<file path="src/tsr_defines.vh">
// Constants of the serial temperature sensor register block.
// Assumes inclusion by bare name from files in the same folder.
`ifndef TSR_DEFINES_VH
`define TSR_DEFINES_VH

////////////////////////////////////////////////////////////////////////////////
// Register widths and layout
`define TSR_REG_W          16
`define TSR_TEMP_W         13
`define TSR_ID_W           14
`define TSR_RX_W           8
`define TSR_CNT_W          6
`define TSR_RXN_W          4

// Power-on value of the temperature register, bits 1:0 never driven
`define TSR_POR_TEMP       16'hFF00
// Complete-conversion flag and undefined low bits
`define TSR_DONE_FLAG      1'b1
`define TSR_UNDEF_BITS     2'b00

////////////////////////////////////////////////////////////////////////////////
// Frame timing in serial clocks
`define TSR_READ_CLKS      6'h10
`define TSR_DRIVEN_CLKS    6'h0E
`define TSR_FRAME_CLKS     6'h20
`define TSR_RX_BITS        4'h8

////////////////////////////////////////////////////////////////////////////////
// Configuration codes (low byte)
`define TSR_CODE_SHDN      8'hFF
`define TSR_CODE_ONE       8'h01

////////////////////////////////////////////////////////////////////////////////
// Frame phases
`define TSR_PH_IDLE        2'h0
`define TSR_PH_READ        2'h1
`define TSR_PH_WRITE       2'h2
`define TSR_PH_HOLD        2'h3

// Synchroniser width, one bit per pin
`define TSR_SYNC_W         3

`endif

</file>
<file path="src/tsr_sync.v">
// Two-stage synchroniser for a bundle of asynchronous pin levels.
// Assumes the pins are plain levels; only the second stage is read outside.
`timescale 1ns/1ps

module tsr_sync #(
   parameter W = 1
) (
   input  wire         clk,
   input  wire         rst,
   input  wire [W-1:0] d,
   output wire [W-1:0] q
);

   reg [W-1:0] meta_r;
   reg [W-1:0] sync_r;

   ////////////////////////////////////////////////////////////////////////////
   // First stage feeds only the second stage
   always @(posedge clk) begin
      if (rst) begin
         meta_r <= {W{1'b1}};
         sync_r <= {W{1'b1}};
      end else begin
         meta_r <= d;
         sync_r <= meta_r;
      end
   end

   assign q = sync_r;

endmodule

</file>
<file path="src/tsr_sensor.v">
// Serial digital temperature sensor: link slave and its three registers.
// Assumes the host drives serial clock and chip select; the converter
// delivers finished samples as a one-cycle strobe on clk.
// Only a full eight-bit code, applied at deselect, changes the mode.
`timescale 1ns/1ps
`include "tsr_defines.vh"

module tsr_sensor #(
   parameter [`TSR_ID_W-1:0] ID_CODE = 14'h1A5C  // Arbitrary identity value
) (
   input  wire                   clk,
   input  wire                   rst,
   input  wire                   serial_clock_pin,
   input  wire                   cs_n_pin,
   input  wire                   sio_in,
   output wire                   sio_out,
   output wire                   sio_oe,
   input  wire                   conv_valid,
   input  wire [`TSR_TEMP_W-1:0] conv_data,
   output wire                   shutdown,
   output wire                   cfg_code_odd,
   output wire                   temp_valid
);

   ////////////////////////////////////////////////////////////////////////////
   // Frame phase codes: waiting, read clocks, write clocks, clocks past the frame
   localparam [1:0] PH_IDLE  = `TSR_PH_IDLE;
   localparam [1:0] PH_READ  = `TSR_PH_READ;
   localparam [1:0] PH_WRITE = `TSR_PH_WRITE;
   localparam [1:0] PH_HOLD  = `TSR_PH_HOLD;

   ////////////////////////////////////////////////////////////////////////////
   // Declarations
   // Synchronised pin levels
   wire [`TSR_SYNC_W-1:0] pin_raw;
   wire [`TSR_SYNC_W-1:0] pin_s;
   wire                   sc_s;
   wire                   cs_n_s;
   wire                   sio_s;

   // Edge history and detected edges, all on clk
   reg                    sc_d_r;
   reg                    cs_n_d_r;
   wire                   sc_rise;
   wire                   sc_fall;
   wire                   cs_fall;
   wire                   cs_rise;

   // Phase, serial clock count, shift pending after a rise
   reg  [1:0]             phase_r;
   reg  [1:0]             phase_nxt;
   reg  [`TSR_CNT_W-1:0]  rise_cnt_r;
   reg  [`TSR_CNT_W-1:0]  rise_cnt_nxt;
   reg                    pend_r;
   reg                    pend_nxt;

   // Transmit shifter and data pin drive
   reg  [`TSR_REG_W-1:0]  tx_r;
   reg  [`TSR_REG_W-1:0]  tx_nxt;
   reg                    sio_out_r;
   reg                    sio_out_nxt;
   reg                    sio_oe_r;
   reg                    sio_oe_nxt;

   // Receive shifter and count of bits taken, saturating at eight
   reg  [`TSR_RX_W-1:0]   rx_r;
   reg  [`TSR_RX_W-1:0]   rx_nxt;
   reg  [`TSR_RXN_W-1:0]  rx_n_r;
   reg  [`TSR_RXN_W-1:0]  rx_n_nxt;

   // Mode state applied at deselect
   reg                    shutdown_r;
   reg                    shutdown_nxt;
   reg                    odd_r;
   reg                    odd_nxt;

   // Temperature register and its valid flag
   reg  [`TSR_REG_W-1:0]  temp_r;
   reg  [`TSR_REG_W-1:0]  temp_nxt;
   reg                    temp_valid_r;
   reg                    temp_valid_nxt;

   // Read word selection and code check
   wire [`TSR_REG_W-1:0]  ident_word;
   wire [`TSR_REG_W-1:0]  read_src;
   wire [`TSR_RX_W-1:0]   rx_plus_one;
   wire                   code_in_family;

   ////////////////////////////////////////////////////////////////////////////
   // Pin synchronisers
   // All three pins share one two-stage synchroniser and keep their relative timing
   assign pin_raw = {serial_clock_pin, cs_n_pin, sio_in};

   tsr_sync #(
      .W (`TSR_SYNC_W)
   ) u_sync (
      .clk (clk),
      .rst (rst),
      .d   (pin_raw),
      .q   (pin_s)
   );

   assign sc_s   = pin_s[2];
   assign cs_n_s = pin_s[1];
   assign sio_s  = pin_s[0];

   ////////////////////////////////////////////////////////////////////////////
   // Edge history of the synchronised pins
   // History resets high, matching the idle select level, so reset gives no false select
   always @(posedge clk) begin
      if (rst) begin
         sc_d_r   <= 1'b1;
         cs_n_d_r <= 1'b1;
      end else begin
         sc_d_r   <= sc_s;
         cs_n_d_r <= cs_n_s;
      end
   end

   // Serial clock edges seen only while the chip is selected
   assign sc_rise = sc_s & ~sc_d_r & ~cs_n_s;
   assign sc_fall = ~sc_s & sc_d_r & ~cs_n_s;
   assign cs_fall = ~cs_n_s & cs_n_d_r;
   assign cs_rise = cs_n_s & ~cs_n_d_r;

   ////////////////////////////////////////////////////////////////////////////
   // Read source: identity in shutdown, else temperature; control word never
   // The word is snapshotted at select, so a mid-frame sample cannot tear it
   assign ident_word = {ID_CODE, `TSR_UNDEF_BITS};
   assign read_src   = shutdown_r ? ident_word : temp_r;

   // Defined codes are a run of ones from bit 0 upward
   // x & (x + 1) is zero exactly for 00, 01, 03 up to FF
   assign rx_plus_one    = rx_r + `TSR_CODE_ONE;
   assign code_in_family = ((rx_r & rx_plus_one) == {`TSR_RX_W{1'b0}});

   ////////////////////////////////////////////////////////////////////////////
   // Frame phase machine and serial engine
   always @* begin
      phase_nxt    = phase_r;
      rise_cnt_nxt = rise_cnt_r;
      pend_nxt     = pend_r;
      tx_nxt       = tx_r;
      sio_out_nxt  = sio_out_r;
      sio_oe_nxt   = sio_oe_r;
      rx_nxt       = rx_r;
      rx_n_nxt     = rx_n_r;

      case (phase_r)
         PH_IDLE: begin
            sio_oe_nxt = 1'b0;
            if (cs_fall) begin
               // Snapshot the source and put its top bit on the pin
               tx_nxt       = read_src;
               sio_out_nxt  = read_src[`TSR_REG_W-1];
               sio_oe_nxt   = 1'b1;
               // Counters restart each select; a cut frame leaves no residue
               rise_cnt_nxt = {`TSR_CNT_W{1'b0}};
               pend_nxt     = 1'b0;
               rx_n_nxt     = {`TSR_RXN_W{1'b0}};
               phase_nxt    = PH_READ;
            end
         end

         PH_READ: begin
            if (sc_rise) begin
               // Host samples here; count the clock
               rise_cnt_nxt = rise_cnt_r + 1'b1;
               pend_nxt     = 1'b1;
               if (rise_cnt_nxt == `TSR_READ_CLKS) begin
                  phase_nxt = PH_WRITE;
               end
            end else if (sc_fall && pend_r) begin
               // Next bit goes out on the falling edge; a fall with no rise
               // before it (clock idling high at select) shifts nothing
               pend_nxt    = 1'b0;
               tx_nxt      = {tx_r[`TSR_REG_W-2:0], 1'b0};
               sio_out_nxt = tx_r[`TSR_REG_W-2];
               // The last two bit times are left undriven
               sio_oe_nxt  = (rise_cnt_r < `TSR_DRIVEN_CLKS);
            end
         end

         PH_WRITE: begin
            // Host owns the pin for the whole write phase
            sio_oe_nxt = 1'b0;
            if (sc_rise) begin
               // Input sampled on the rising edge into 8-bit register
               rx_nxt       = {rx_r[`TSR_RX_W-2:0], sio_s};
               rise_cnt_nxt = rise_cnt_r + 1'b1;
               // Count saturates: a long write still keeps only eight bits
               if (rx_n_r != `TSR_RX_BITS) begin
                  rx_n_nxt = rx_n_r + 1'b1;
               end
               if (rise_cnt_nxt == `TSR_FRAME_CLKS) begin
                  phase_nxt = PH_HOLD;
               end
            end
         end

         PH_HOLD: begin
            // Clocks beyond the frame are ignored
            sio_oe_nxt = 1'b0;
         end

         default: begin
            phase_nxt  = PH_IDLE;
            sio_oe_nxt = 1'b0;
         end
      endcase

      // Deselect ends any phase and releases the pin at once
      if (cs_rise) begin
         phase_nxt  = PH_IDLE;
         sio_oe_nxt = 1'b0;
      end
   end

   ////////////////////////////////////////////////////////////////////////////
   // Mode state: applied only at deselect, so a read later in the same select
   // still sees the old mode; a cut write of fewer than eight bits changes nothing
   always @* begin
      shutdown_nxt = shutdown_r;
      odd_nxt      = odd_r;
      if (cs_rise && (rx_n_r == `TSR_RX_BITS)) begin
         // Last eight bits decide; all ones is shutdown, any zero wakes
         shutdown_nxt = (rx_r == `TSR_CODE_SHDN);
         // Codes outside the defined set are flagged; like any code with a zero, they still wake
         odd_nxt      = ~code_in_family;
      end
   end

   ////////////////////////////////////////////////////////////////////////////
   // Temperature register: power-on pattern until a conversion lands
   always @* begin
      temp_nxt       = temp_r;
      temp_valid_nxt = temp_valid_r;
      // In shutdown samples are dropped; the old value stays for later reads
      if (conv_valid && !shutdown_r) begin
         // Sample in bits 15..3, done flag in bit 2
         temp_nxt       = {conv_data, `TSR_DONE_FLAG, `TSR_UNDEF_BITS};
         temp_valid_nxt = 1'b1;
      end
   end

   ////////////////////////////////////////////////////////////////////////////
   // State registers
   // Synchronous reset doubles as the power-on reset
   always @(posedge clk) begin
      if (rst) begin
         phase_r      <= PH_IDLE;
         rise_cnt_r   <= {`TSR_CNT_W{1'b0}};
         pend_r       <= 1'b0;
         tx_r         <= {`TSR_REG_W{1'b0}};
         sio_out_r    <= 1'b0;
         sio_oe_r     <= 1'b0;
         rx_r         <= {`TSR_RX_W{1'b0}};
         rx_n_r       <= {`TSR_RXN_W{1'b0}};
         shutdown_r   <= 1'b0;
         odd_r        <= 1'b0;
         temp_r       <= `TSR_POR_TEMP;
         temp_valid_r <= 1'b0;
      end else begin
         phase_r      <= phase_nxt;
         rise_cnt_r   <= rise_cnt_nxt;
         pend_r       <= pend_nxt;
         tx_r         <= tx_nxt;
         sio_out_r    <= sio_out_nxt;
         sio_oe_r     <= sio_oe_nxt;
         rx_r         <= rx_nxt;
         rx_n_r       <= rx_n_nxt;
         shutdown_r   <= shutdown_nxt;
         odd_r        <= odd_nxt;
         temp_r       <= temp_nxt;
         temp_valid_r <= temp_valid_nxt;
      end
   end

   ////////////////////////////////////////////////////////////////////////////
   // Outputs, each straight from a flip-flop
   assign sio_out      = sio_out_r;
   assign sio_oe       = sio_oe_r;
   assign shutdown     = shutdown_r;
   assign cfg_code_odd = odd_r;
   assign temp_valid   = temp_valid_r;

endmodule

</file>
<file path="config.mk">
export PLATFORM = sky130hd
export DESIGN_NAME = tsr_sensor
export DESIGN_NICKNAME = d
export VERILOG_FILES = /design/src/tsr_sync.v /design/src/tsr_sensor.v
export VERILOG_INCLUDE_DIRS = /design/src
export SDC_FILE = /design/constraint.sdc
export NUM_CORES = 1
export LEC_CHECK = 0
export ABC_AREA = 0
export ABC_CLOCK_PERIOD_IN_PS = 2100
export BUFFER_PORTS_ARGS = -buffer_cell sky130_fd_sc_hd__clkbuf_2
export CAP_MARGIN = 20
export CORE_MARGIN = 4
export CORE_UTILIZATION = 28
export CTS_CLUSTER_SIZE = 10
export DETAILED_ROUTE_END_ITERATION = 6
export PLACE_DENSITY_LB_ADDON = 0.05
export SLEW_MARGIN = 20
export SYNTH_ARGS = -nofsm -noshare
export SYNTH_HDL_FRONTEND = slang
export SYNTH_SLANG_ARGS = --single-unit
</file>
<file path="constraint.sdc">
create_clock -name clk -period 2.1 [get_ports clk]
set_clock_uncertainty 0.05 [all_clocks]
set_input_delay 0.42 -clock clk [delete_from_list [all_inputs] [get_ports clk]]
set_output_delay 0.42 -clock clk [all_outputs]
set_load 0.05 [all_outputs]
</file>
# After elaboration in Yosys (flattened, before gate mapping)
# Cells that the tools add are included.
# Widths: inputs -> output; s select.
classes:
  addsub: 3
  order_cmp: 1
  eq_ne: 18
  n_mux: 30
  bitwise_logic: 12
  reduce_logical: 20
ops:
  columns: ["operator", "n"]
  rows:
  - ["$mux 15", 3]
  - ["$pmux 15 s2", 1]
  - ["$mux 16", 1]
  - ["$ne 2x2->1 const B", 8]
  - ["$mux 4", 3]
  - ["$mux 6", 2]
  - ["$pmux 6 s2", 1]
  - ["$mux 2", 5]
  - ["$mux 1", 9]
  - ["$add 8x1->8 const B", 1]
  - ["$and 8x8->8", 1]
  - ["$eq 8x8->1 const B", 1]
  - ["$logic_not 8->1", 1]
  - ["$pmux 4 s2", 1]
  - ["$reduce_and 4->1", 2]
  - ["$add 6x1->6 const B", 1]
  - ["$and 1x1->1", 6]
  - ["$eq 6x5->1 const B", 1]
  - ["$eq 6x6->1 const B", 1]
  - ["$lt 6x4->1 const B", 1]
  - ["$pmux 2 s3", 1]
  - ["$reduce_and 3->1", 2]
  - ["$reduce_and 6->1", 1]
  - ["$reduce_bool 2->1", 3]
  - ["other kinds (16)", 27]
word_totals:
  regBits: 63
  input_bits: 19
  output_inout_bits: 5
  elab_cells: 100

# Depth between registers and ports, before layout
# Gate-level depths: netlist (run 1).
logic_depth:
  depth_word: 7
  mapped_depth: 8

# Cells and area by module
# A second synthesis (run 1) with hierarchy kept.
unflattened:
  hier_cells: 333
  hier_area_um2: 2746.4
by_module_without_submodules:
  columns: ["module", "instances", "cells_per_inst", "area_each_um2", "seq_area_each_um2"]
  rows:
  - ["tsr_sensor", 1, 321, 2588.7, 1081.0]
  - ["tsr_sync", 1, 12, 157.7, 120.1]

# Worst setup path after synthesis (run 1)
# OpenSTA, ideal clock, no wires.
synth_path:
  path_kind: "register to register"
  start: "register phase_r[0]"
  end: "register rise_cnt_r[3]"
  arrival_time_ns: 1.559
  required_ns: 1.918
  slack_ns: 0.359
  stages_incl_launch_ff: 8
  n_path_buf: 1
  synth_period_minus_slack_ns: 1.741
  path_cell_list: "dfxtp_1 > inv_1 > ha_1 > clkbuf_1 > mux2i_1 > or3_1 > o21ai_0 > a21oi_1"
synth_via:
  elab_chain_len: 4
  elab_cells_between_ends: 9
synth_lines:
  columns: ["item", "line", "rtl"]
  rows:
  - ["start: declaration", "tsr_sensor.v:50", "reg [1:0] phase_r;"]
  - ["start signal: assignment", "tsr_sensor.v:264", "phase_r <= phase_nxt;"]
  - ["$eq 2x2->1 / $eq 2x1->1 (equally long branches)", "tsr_sensor.v:149", "case (phase_r)"]
  - ["$reduce_or 2->1 (no line)", null, null]
  - ["$ne 2x1->1 (no line) / $reduce_bool 2->1 (equally long branches)", null, null]
  - ["$reduce_and 3->1 (no line)", null, null]
  - ["end signal: assignment", "tsr_sensor.v:252", "rise_cnt_r <= {`TSR_CNT_W{1'b0}};"]
  - ["end signal: assignment", "tsr_sensor.v:265", "rise_cnt_r <= rise_cnt_nxt;"]
  - ["end: declaration", "tsr_sensor.v:52", "reg [`TSR_CNT_W-1:0] rise_cnt_r;"]
# Several ways; a longest one is shown, not always the timed one.
# A chain may end at the register's enable or synchronous reset.

# Final worst setup path (run 1)
# Ends and elaborated chain as after synthesis.

==> flow_summary.ini, run 1 <==
[hold_path]
hold_start = cs_n_pin
hold_path_class = in2reg

[logic_synthesis]
syn_avg_cell_area_um2 = 8.29
syn-num-nets = 359
syn_inst = 333
synth_top_area_share_pct = 43.5
synthTopCellsByCount = 60 x dfxtp_1, 60 x nand2_1, 36 x nor2_1
synth_warnings = 0
synth_edf_count = 0
synth.distinct_cells = 44
ys_seq_elements = 60
ys.flop_type = dfxtp_1
synth_area_leader_cell = dfxtp_1
async_flop_share_pct = 0
seq_area_frac_synth_pct = 43.5
synth_top_cells_by_area = dfxtp_1 43%, nand2_1 8.2%, a21oi_1 5.3%
netlist_area_um2 = 2760

[finish]
nNetsFinal = 383
drive_gt1_share_pct = 16.6
regArea_um2 = 1200
area_growth_pct = 18.4
final_core_util_pct = 34.7
multi_input_area_um2 = 1460
n_fill_cell = 1026
antenna_cells = 0

[floorplan]
row_count = 35
fp.dieH_um = 107
die_area_um2 = 11500
initial_core_util_pct = 29.3
fp.dieW_um = 107
io-pin-count = 24
coreArea_um2 = 9420

[drt]
drt_first_pass_iters = 4
ant_nets = 0
post_drt_wl_per_cell_um = 13.2
wl_um = 6470
dr_total_vias = 2277
drc_errors = 0
vias_per_cell = 4.64
drt_iter0_drc = 66

[power]
power_density_nw_per_um2 = 975
max-vdd-ir-drop_v = 0.000319
switching_share_pct = 31.9
sequentialPowerShare_pct = 40.4
p_leak_uw = 0.00123
p_int_uw = 2170
p_switching_uw = 1020
pwr-share-comb_pct = 25.7
p_clk_share_pct = 33.9

[worst_setup_path]
slowest_stage = or4b_1
regToRegSetupSlack_ps = 170
crit_path_end_kind = flop
cp_max_fo = 13
start_kind = flop
critPathTopFamily = simple AND/OR/NAND/NOR gates
cpPeakStageDelay_ps = 520
crit_type = reg2reg
crit_required_ps = 2320
path_buf_inv = 1
crit_start = phase_r[0]
cp.arrival_ps = 2150
path_cells = inv_1 > ha_1 > nand2b_1 > nand3_2 > or4b_1 > a21oi_1
r2r_start = phase_r[0]

[cts]
cts_sinks = 60
cts_buffers = 9
cts_tree = done
ctsHoldBuffers = 0
clk_pin_slew_ps = 70
clock_insertion_delay_worst_skew_ps = 340
htree_levels = 3
post-cts-setup-buffers = 0
cts-resized-gates = 0
clk_path_buf_depth = 2
root_buffer = clkbuf_8

[global_routing]
grt_pass1_wl_um = 10900
grt_max_degree = 45
grt_pass1_vias = 2156
grt-ovfl-total = 0
antenna_found_initial = 0
grt_usage_pct = 12.1

[timing]
fin_crit_sh_pct = 92.1
worst_pin_slew_ps = 506
rsz0062_at_grt = false
slew-limit-headroom_pct = 66.3
setup_viol = 0
drv_slew = 0
final.setup.tns_ps = 0
fmax_mhz = 517
final.min_clock_period_ps = 1930
final_hold_viol_count = 0

[placement]
io_buffers = 23
dpl.hpwl_um = 4320
gp_congestion = 0.711

[run]
maxCapViolations = 0

[outcome]
status = complete, no violations
layout by cell type (no fill, tap or decap), drive strengths merged, types with 3 or more instances in the layout:
cell type	instances
a211oi	6
a21oi	29
a22oi	4
and3	4
buf	9
clkbuf	35
dfxtp	60
ha	7
inv	6
mux2i	10
nand2	60
nand2b	5
nand3	7
nand3b	9
nand4	3
nor2	36
nor2b	5
nor3	4
nor3b	9
o21ai	11
o31ai	4
or2	8
power by group through the flow:
| stage | clock (µW) | combinational [µW] | sequential (µW) |
|---|---|---|---|
| floorplan | 0 | 579 | 1330 |
| global placement | 0 | 833 | 1310 |
| detailed placement | 0 | 819 | 1310 |
| CTS | 1130 | 823 | 1290 |
| global route | 1160 | 928 | 1300 |
| finish | 1080 | 819 | 1290 |
kinds of logic after synthesis:
kind of cell | count (synthesis) | share of synthesized area [%]
buf+inv | 25 | 3.58
simple gates | 160 | 29.5
xor+xnor | 2 | 0.634
fa+ha+maj | 7 | 3.17
compound gates | 69 | 16.0
mux | 10 | 3.62
flops | 60 | 43.5
layer usage:
metal	vias to the layer above	part of all wire, %	global-route usage [%]	routed length [µm]
met5	-	0	0	0
met4	0	1.9	4.93	122
met3	10	3.9	3.78	252
met2	42	43	18.3	2790
met1	1023	51	15.9	3310
li1	1202	-	-	-
worst paths after layout:
check | endpoint | depth (start not counted)
setup reg to reg | rise_cnt_r[3] | 6
hold / removal | u_sync.meta_r[1] | 2
setup / recovery | rise_cnt_r[3] | 6
hold reg to reg | u_sync.q[0] | 1
area by class of cell:
| cell class | instances | area share, % |
|---|---|---|
| well taps | 129 | 4.94 |
| multi-input cells | 248 | 44.7 |
| flip-flops and latches | 60 | 36.7 |
| clock inverters | 4 | 1.45 |
| inverters | 6 | 0.689 |
| clock buffers | 12 | 4.75 |
| repair buffers | 32 | 6.74 |
stage by stage:
step	worst slack, ps	power, µW	area, µm²	hold WS (ps)	cells
6_report	166	3190	3270	220	491
5_1_grt	45.6	3380	3270	211	491
4_1_cts	169	3240	3270	200	491
3_5_place_dp	214	2130	3070	343	475
3_3_place_gp	260	2140	3070	354	475
2_1_floorplan	359	1910	2760	339	333
state kept, by name, indices dropped and copies added (netlist names):
name	count
shutdown	1
cs_n_d_r	1
sc_d_r	1
u_sync.meta_r	3
pend_r	1
sio_out	1
phase_r	2
tx_r	13
rx_n_r	4
rise_cnt_r	6
sio_oe	1
temp_r	14
u_sync.q	3
cfg_code_odd	1
rx_r	8
Power figures use the tool's default switching activity.
==> inputs of run 2 (changes only) <==
--- a/config.mk
+++ b/config.mk
@@ -14,2 +14,3 @@
 export CORE_UTILIZATION = 28
+export CTS_CLUSTER_DIAMETER = 40
 export CTS_CLUSTER_SIZE = 10
@@ -20,2 +21,3 @@
 export SYNTH_HDL_FRONTEND = slang
+export SYNTH_HIERARCHICAL = 1
 export SYNTH_SLANG_ARGS = --single-unit
==> constraint.sdc (replaced) <==
create_clock -name clk -period 2.1 [get_ports clk]
set_clock_uncertainty 0.05 [all_clocks]
set_input_delay 0.105 -clock clk [delete_from_list [all_inputs] [get_ports clk]]
set_output_delay 0.105 -clock clk [all_outputs]
set_load 0.05 [all_outputs]
==> run 2 against run 1 <==
Compared with the run above:
- count of clock-buffer cells in the layout shrank 1
- first-iteration DRC count up 4.5%
- synthesized cell count unchanged
- die area fell by 0.51%
- hold slack better by 20 ps
- utilization up 1.6 points
- register-to-register slack gained 30 ps
- setup slack gained 32 ps
- sequential power is 6% higher
- cell area is 4.1% higher
- sequential share of layout area down 1.4 points
- synthesized area shrank 0.54%
- critical endpoint is now phase_r[0]
==> flow_summary.ini, run 2 <==
[global_routing]
grt_max_degree = 38
use_met2_pct = 17.7
use_met1_pct = 15.3
met3_usage_pct = 4.15
grt_usage_pct = 11.6
grt-ovfl-total = 0
busiest_layer = met2
grt_pass1_vias = 2194
antenna_found_initial = 0
grt_pass1_wl_um = 10600

[worst_setup_path]
regToRegSetupSlack_ps = 200
cpPeakStageDelay_ps = 420
start_kind = flop
path_buf_inv = 1
crit_path_end_kind = flop
crit_start = phase_r[0]
cp.arrival_ps = 2080
critPathTopFamily = compound AO/OA/AOI/OAI gates
r2r_start = phase_r[0]
cp_max_fo = 6
crit_type = reg2reg
crit_required_ps = 2280
path_cells = inv_1 > ha_1 > nor2_2 > nor2_1 > o311ai_0 > o21ai_0 > and3_1
slowest_stage = o311ai_0

[logic_synthesis]
synth_top_area_share_pct = 43.7
syn_avg_cell_area_um2 = 8.25
async_flop_share_pct = 0
netlist_area_um2 = 2750
synth_warnings = 6
synth_area_leader_cell = dfxtp_1
synthTopCellsByCount = 60 x dfxtp_1, 59 x nand2_1, 39 x nor2_1
synth.distinct_cells = 46
syn-num-nets = 359
yosysMostFrequentCell = dfxtp_1
synth_top_cells_by_area = dfxtp_1 44%, nand2_1 8.1%, a21oi_1 5.6%
seq_area_frac_synth_pct = 43.7
ys_seq_elements = 60
synth_edf_count = 0
syn_inst = 333
ys.flop_type = dfxtp_1

[drt]
wl_um = 6210
ant_nets = 0
vias_per_cell = 4.52
dr_total_vias = 2284
drt_first_pass_iters = 4
post_drt_wl_per_cell_um = 12.3
drc_errors = 0
drt_iter0_drc = 69

[cts]
cts_tree = done
root_buffer = clkbuf_8
clock_insertion_delay_worst_skew_ps = 330
clk_pin_slew_ps = 70
cts_sinks = 60
clk_path_buf_depth = 2
cts_buffers = 9
htree_levels = 3

[finish]
drive_gt1_share_pct = 15.4
n_fill_cell = 1049
reg_top3 = temp_r (14), tx_r (13), rx_r (8)
antenna_cells = 0
nNetsFinal = 397
finalNonFillerCells = 505
mostFrequentLayoutCells = 60 x dfxtp_1, 59 x nand2_1, 38 x nor2_1
largest_register = temp_r
mostFrequentLayoutCell = dfxtp_1
area_growth_pct = 23.9
regArea_um2 = 1200
largest_register_ffs = 14
multi_input_area_um2 = 1450
fin_area_um2 = 3400

[timing]
final.setup.tns_ps = 0
fmax_mhz = 526
final.min_clock_period_ps = 1900
drv_slew = 0
final_hold_viol_count = 0
fin_crit_sh_pct = 90.6
worst_pin_slew_ps = 725
rsz0062_at_grt = false
slew-limit-headroom_pct = 51.7
hold_ws_ps = 240
setup_viol = 0

[placement]
placed_cells = 473
placed_area_um2 = 3010
dpl.hpwl_um = 4150
gp_congestion = 0.791
io_buffers = 23

[power]
p_total_uw = 3780
max-vdd-ir-drop_v = 0.000390
power_density_nw_per_um2 = 1110
p_leak_uw = 0.00126

[floorplan]
fp.dieH_um = 107
initial_core_util_pct = 29.3
die_area_um2 = 11500
row_count = 35
io-pin-count = 24
fp.dieW_um = 107
coreArea_um2 = 9370

[run]
maxCapViolations = 0

[hold_path]
hold_start = conv_valid
hold_path_class = in2reg

[outcome]
status = complete, no violations
run 2: changes by cell type after synthesis, sizes merged, moves of 3 or more:
cell / change
o21ai: +6
nor2: +4
o31ai: -4
a211oi: +3
a22oi: -3
nand4: -3
xnor2: +3
run 2: worst reg2reg max path, cell delays in order (launching register included):
cell and delay, ps:
dfxtp_1 360, inv_1 80, ha_1 270, nor2_2 240
nor2_1 90, o311ai_0 420, o21ai_0 120, and3_1 170
run 2: area by class of cell:
cell class	instances	area share (%)
Multi-Input combinational cell	249	42.7
Sequential cell	60	35.3
Timing Repair Buffer	46	10.0
Tap cell	129	4.74
Clock buffer	11	4.16
Clock inverter	5	2.50
Inverter	5	0.552
run 2: worst paths after layout:
kind / endpoint / cells past startpoint
min: temp_r[3] / 4
max: phase_r[0] / 7
min reg2reg: u_sync/q[1] / 1
max reg2reg: phase_r[0] / 7
run 2: power breakdown:
| group | internal [µW] | switching, µW | leakage (µW) |
|---|---|---|---|
| combinational | 501 | 724 | 0.000660 |
| clock | 705 | 479 | 0.000110 |
| sequential | 1290 | 79.7 | 0.000491 |
| total | 2500 | 1280 | 0.00126 |
run 2: through the flow:
step,util (%),setup WS [ps]
after CTS,36.2,87.2
final,36.3,198
after global routing,36.3,25.1
after global placement,32.1,144
after detailed placement,32.1,94.1
after floorplan,-,338
run 2: kinds of logic after synthesis:
family | share of synthesized area, %
AOI/OAI and AO/OA | 16.5
xor gates and xnor gates | 0.957
adders and majority gates | 3.19
buffers and inverters | 3.51
DFF | 43.7
muxes | 3.33
and+or+nand+nor | 28.8
run 2: what timing repair did:
item | 4_1_cts | 5_1_grt
endpoints found under the setup margin | 0 | 2
gates resized for setup | 0 | 1
hold buffers | 16 | 0
setup buffers | 0 | 0
endpoints found under the hold margin | 16 | 0
run 2: routing by layer:
metal | up-vias | wire, µm
met5 | - | 0
met4 | 0 | 74
met3 | 6 | 255
met2 | 37 | 2680
met1 | 1017 | 3200
li1 | 1224 | -
==> inputs of run 3 (changes only) <==
PLACE_DENSITY = 0.44   (was unset)
PLACE_DENSITY_LB_ADDON = unset   (was 0.05)
==> run 3 against run 2 <==
Compared with the run above:
- clock power fell by 14%
- hold slack got worse by 15 ps
- cell area fell by 0.85%
- sequential share of layout area rose by 0.30 points
- first-iteration DRC count fell by 10%
- final cell count fell by 0.20%
- setup slack improved by 66 ps
- sequential power barely moved
- critical endpoint unchanged
- largest power group unchanged
- highest routed layer unchanged
==> flow_summary.ini, run 3 (synthesis gave the netlist of run 2 again) <==
[outcome]
status = complete, no violations

[timing]
worst_pin_slew_ps = 957
fmax_mhz = 545
hold_ws_ps = 225
slew-limit-headroom_pct = 36.1
final_hold_viol_count = 0
final.min_clock_period_ps = 1840
final.setup.tns_ps = 0
drv_slew = 0
fin_crit_sh_pct = 87.4
rsz0062_at_grt = false
setup_viol = 0

[worst_setup_path]
crit_path_end_kind = flop
start_kind = flop
crit_start = phase_r[1]
slowest_stage = dfxtp_1
crit_type = reg2reg
cp_max_fo = 5
crit_required_ps = 2270
path_cells = inv_1 > ha_1 > nor2_1 > buf_4 > o22ai_1 > o311a_1 > nand3_1 > and3_1
cpPeakStageDelay_ps = 330
cp.arrival_ps = 2010
r2r_start = phase_r[1]

[floorplan]
io-pin-count = 24
coreArea_um2 = 9370
row_count = 35
fp.dieH_um = 107
initial_core_util_pct = 29.3
die_area_um2 = 11500
fp.dieW_um = 107

[finish]
finalNonFillerCells = 504
drive_gt1_share_pct = 14.9
nNetsFinal = 397
mostFrequentLayoutCells = 60 x dfxtp_1, 59 x nand2_1, 39 x nor2_1
n_fill_cell = 1015
fin_area_um2 = 3370
largest_register_ffs = 14
mostFrequentLayoutCell = dfxtp_1
largest_register = temp_r
reg_top3 = temp_r (14), tx_r (13), rx_r (8)
antenna_cells = 0
area_growth_pct = 22.8

[power]
max-vdd-ir-drop_v = 0.000406
power_density_nw_per_um2 = 1070
p_leak_uw = 0.00125
pwr-share-comb_pct = 34.1
p_clk_share_pct = 28.0
sequentialPowerShare_pct = 37.9
switching_share_pct = 34.6
p_int_uw = 2360
p_switching_uw = 1250

[drt]
dr_total_vias = 2278
wl_um = 5880
post_drt_wl_per_cell_um = 11.7
drt_iter0_drc = 62
drc_errors = 0
drt_first_pass_iters = 5
ant_nets = 0
vias_per_cell = 4.52

[global_routing]
grt_pass1_vias = 2258
grt_pass1_wl_um = 10700
grt_max_degree = 36
antenna_found_initial = 0
grt-ovfl-total = 0
grt_usage_pct = 11.4

[cts]
clk_path_buf_depth = 2
root_buffer = clkbuf_8
clk_pin_slew_ps = 70
htree_levels = 3
cts_tree = done
cts_sinks = 60
clock_insertion_delay_worst_skew_ps = 320
post-cts-setup-buffers = 0
cts_buffers = 9

[placement]
gp_congestion = 0.775
dpl.hpwl_um = 3950
placed_cells = 473
io_buffers = 23
placed_area_um2 = 3020

[hold_path]
hold_start = rst
hold_path_class = in2reg

[run]
maxCapViolations = 0
[run 3: worst max-delay path: cells and delay by family, from the launching register on]
| kind | cells | cell delay, ps |
|---|---|---|
| AO/OA/AOI/OAI | 2 | 440 |
| AND/OR/NAND/NOR | 3 | 370 |
| flip-flops | 1 | 330 |
| adder cells (fa/ha/maj) | 1 | 280 |
| buffers and inverters | 2 | 270 |
[run 3: routing by layer]
layer  GRT usage, %  routed length, µm
met1           15.7               3070
met5              0                  0
met3           2.35                135
met4           5.21                103
met2           17.1               2570
[run 3: path summary, 6_finish.rpt]
path,to,slack [ps],cells after the start
worst max-delay path,phase_r[0],260,8
worst min-delay path,cfg_code_odd,230,2
worst max register to register,phase_r[0],260,8
worst min register to register,u_sync/q[1],360,1
[run 3: area by class of cell]
| type | instances | area [µm²] | area share [%] |
|---|---|---|---|
| Clock buffer | 10 | 138 | 4.08 |
| Timing Repair Buffer | 46 | 353 | 10.5 |
| Sequential cell | 60 | 1200 | 35.6 |
| Tap cell | 129 | 161 | 4.78 |
| Inverter | 5 | 18.8 | 0.556 |
| Multi-Input combinational cell | 249 | 1450 | 43.0 |
| Clock inverter | 5 | 52.6 | 1.56 |
[run 3: power groups by stage]
stage	combinational, µW	sequential, µW	clock (µW)
finish	1230	1370	1010
global placement	1200	1390	0
global route	1390	1400	1110
floorplan	872	1440	0
detailed placement	1210	1400	0
CTS	1240	1370	1060
[run 3: stage by stage]
step,total power (µW),worst slack [ps],util [%]
finish,3620,264,36.0
detailed placement,2610,290,32.3
global placement,2600,278,32.3
global route,3890,87.3,36.0
floorplan,2310,338,-
CTS,3670,265,36.0
[run 3: repair_timing]
item | in CTS | in global routing
gates resized for setup | 0 | 0
endpoints found under the hold margin | 16 | 0
setup endpoints to repair | 0 | 0
hold buffers | 16 | 0
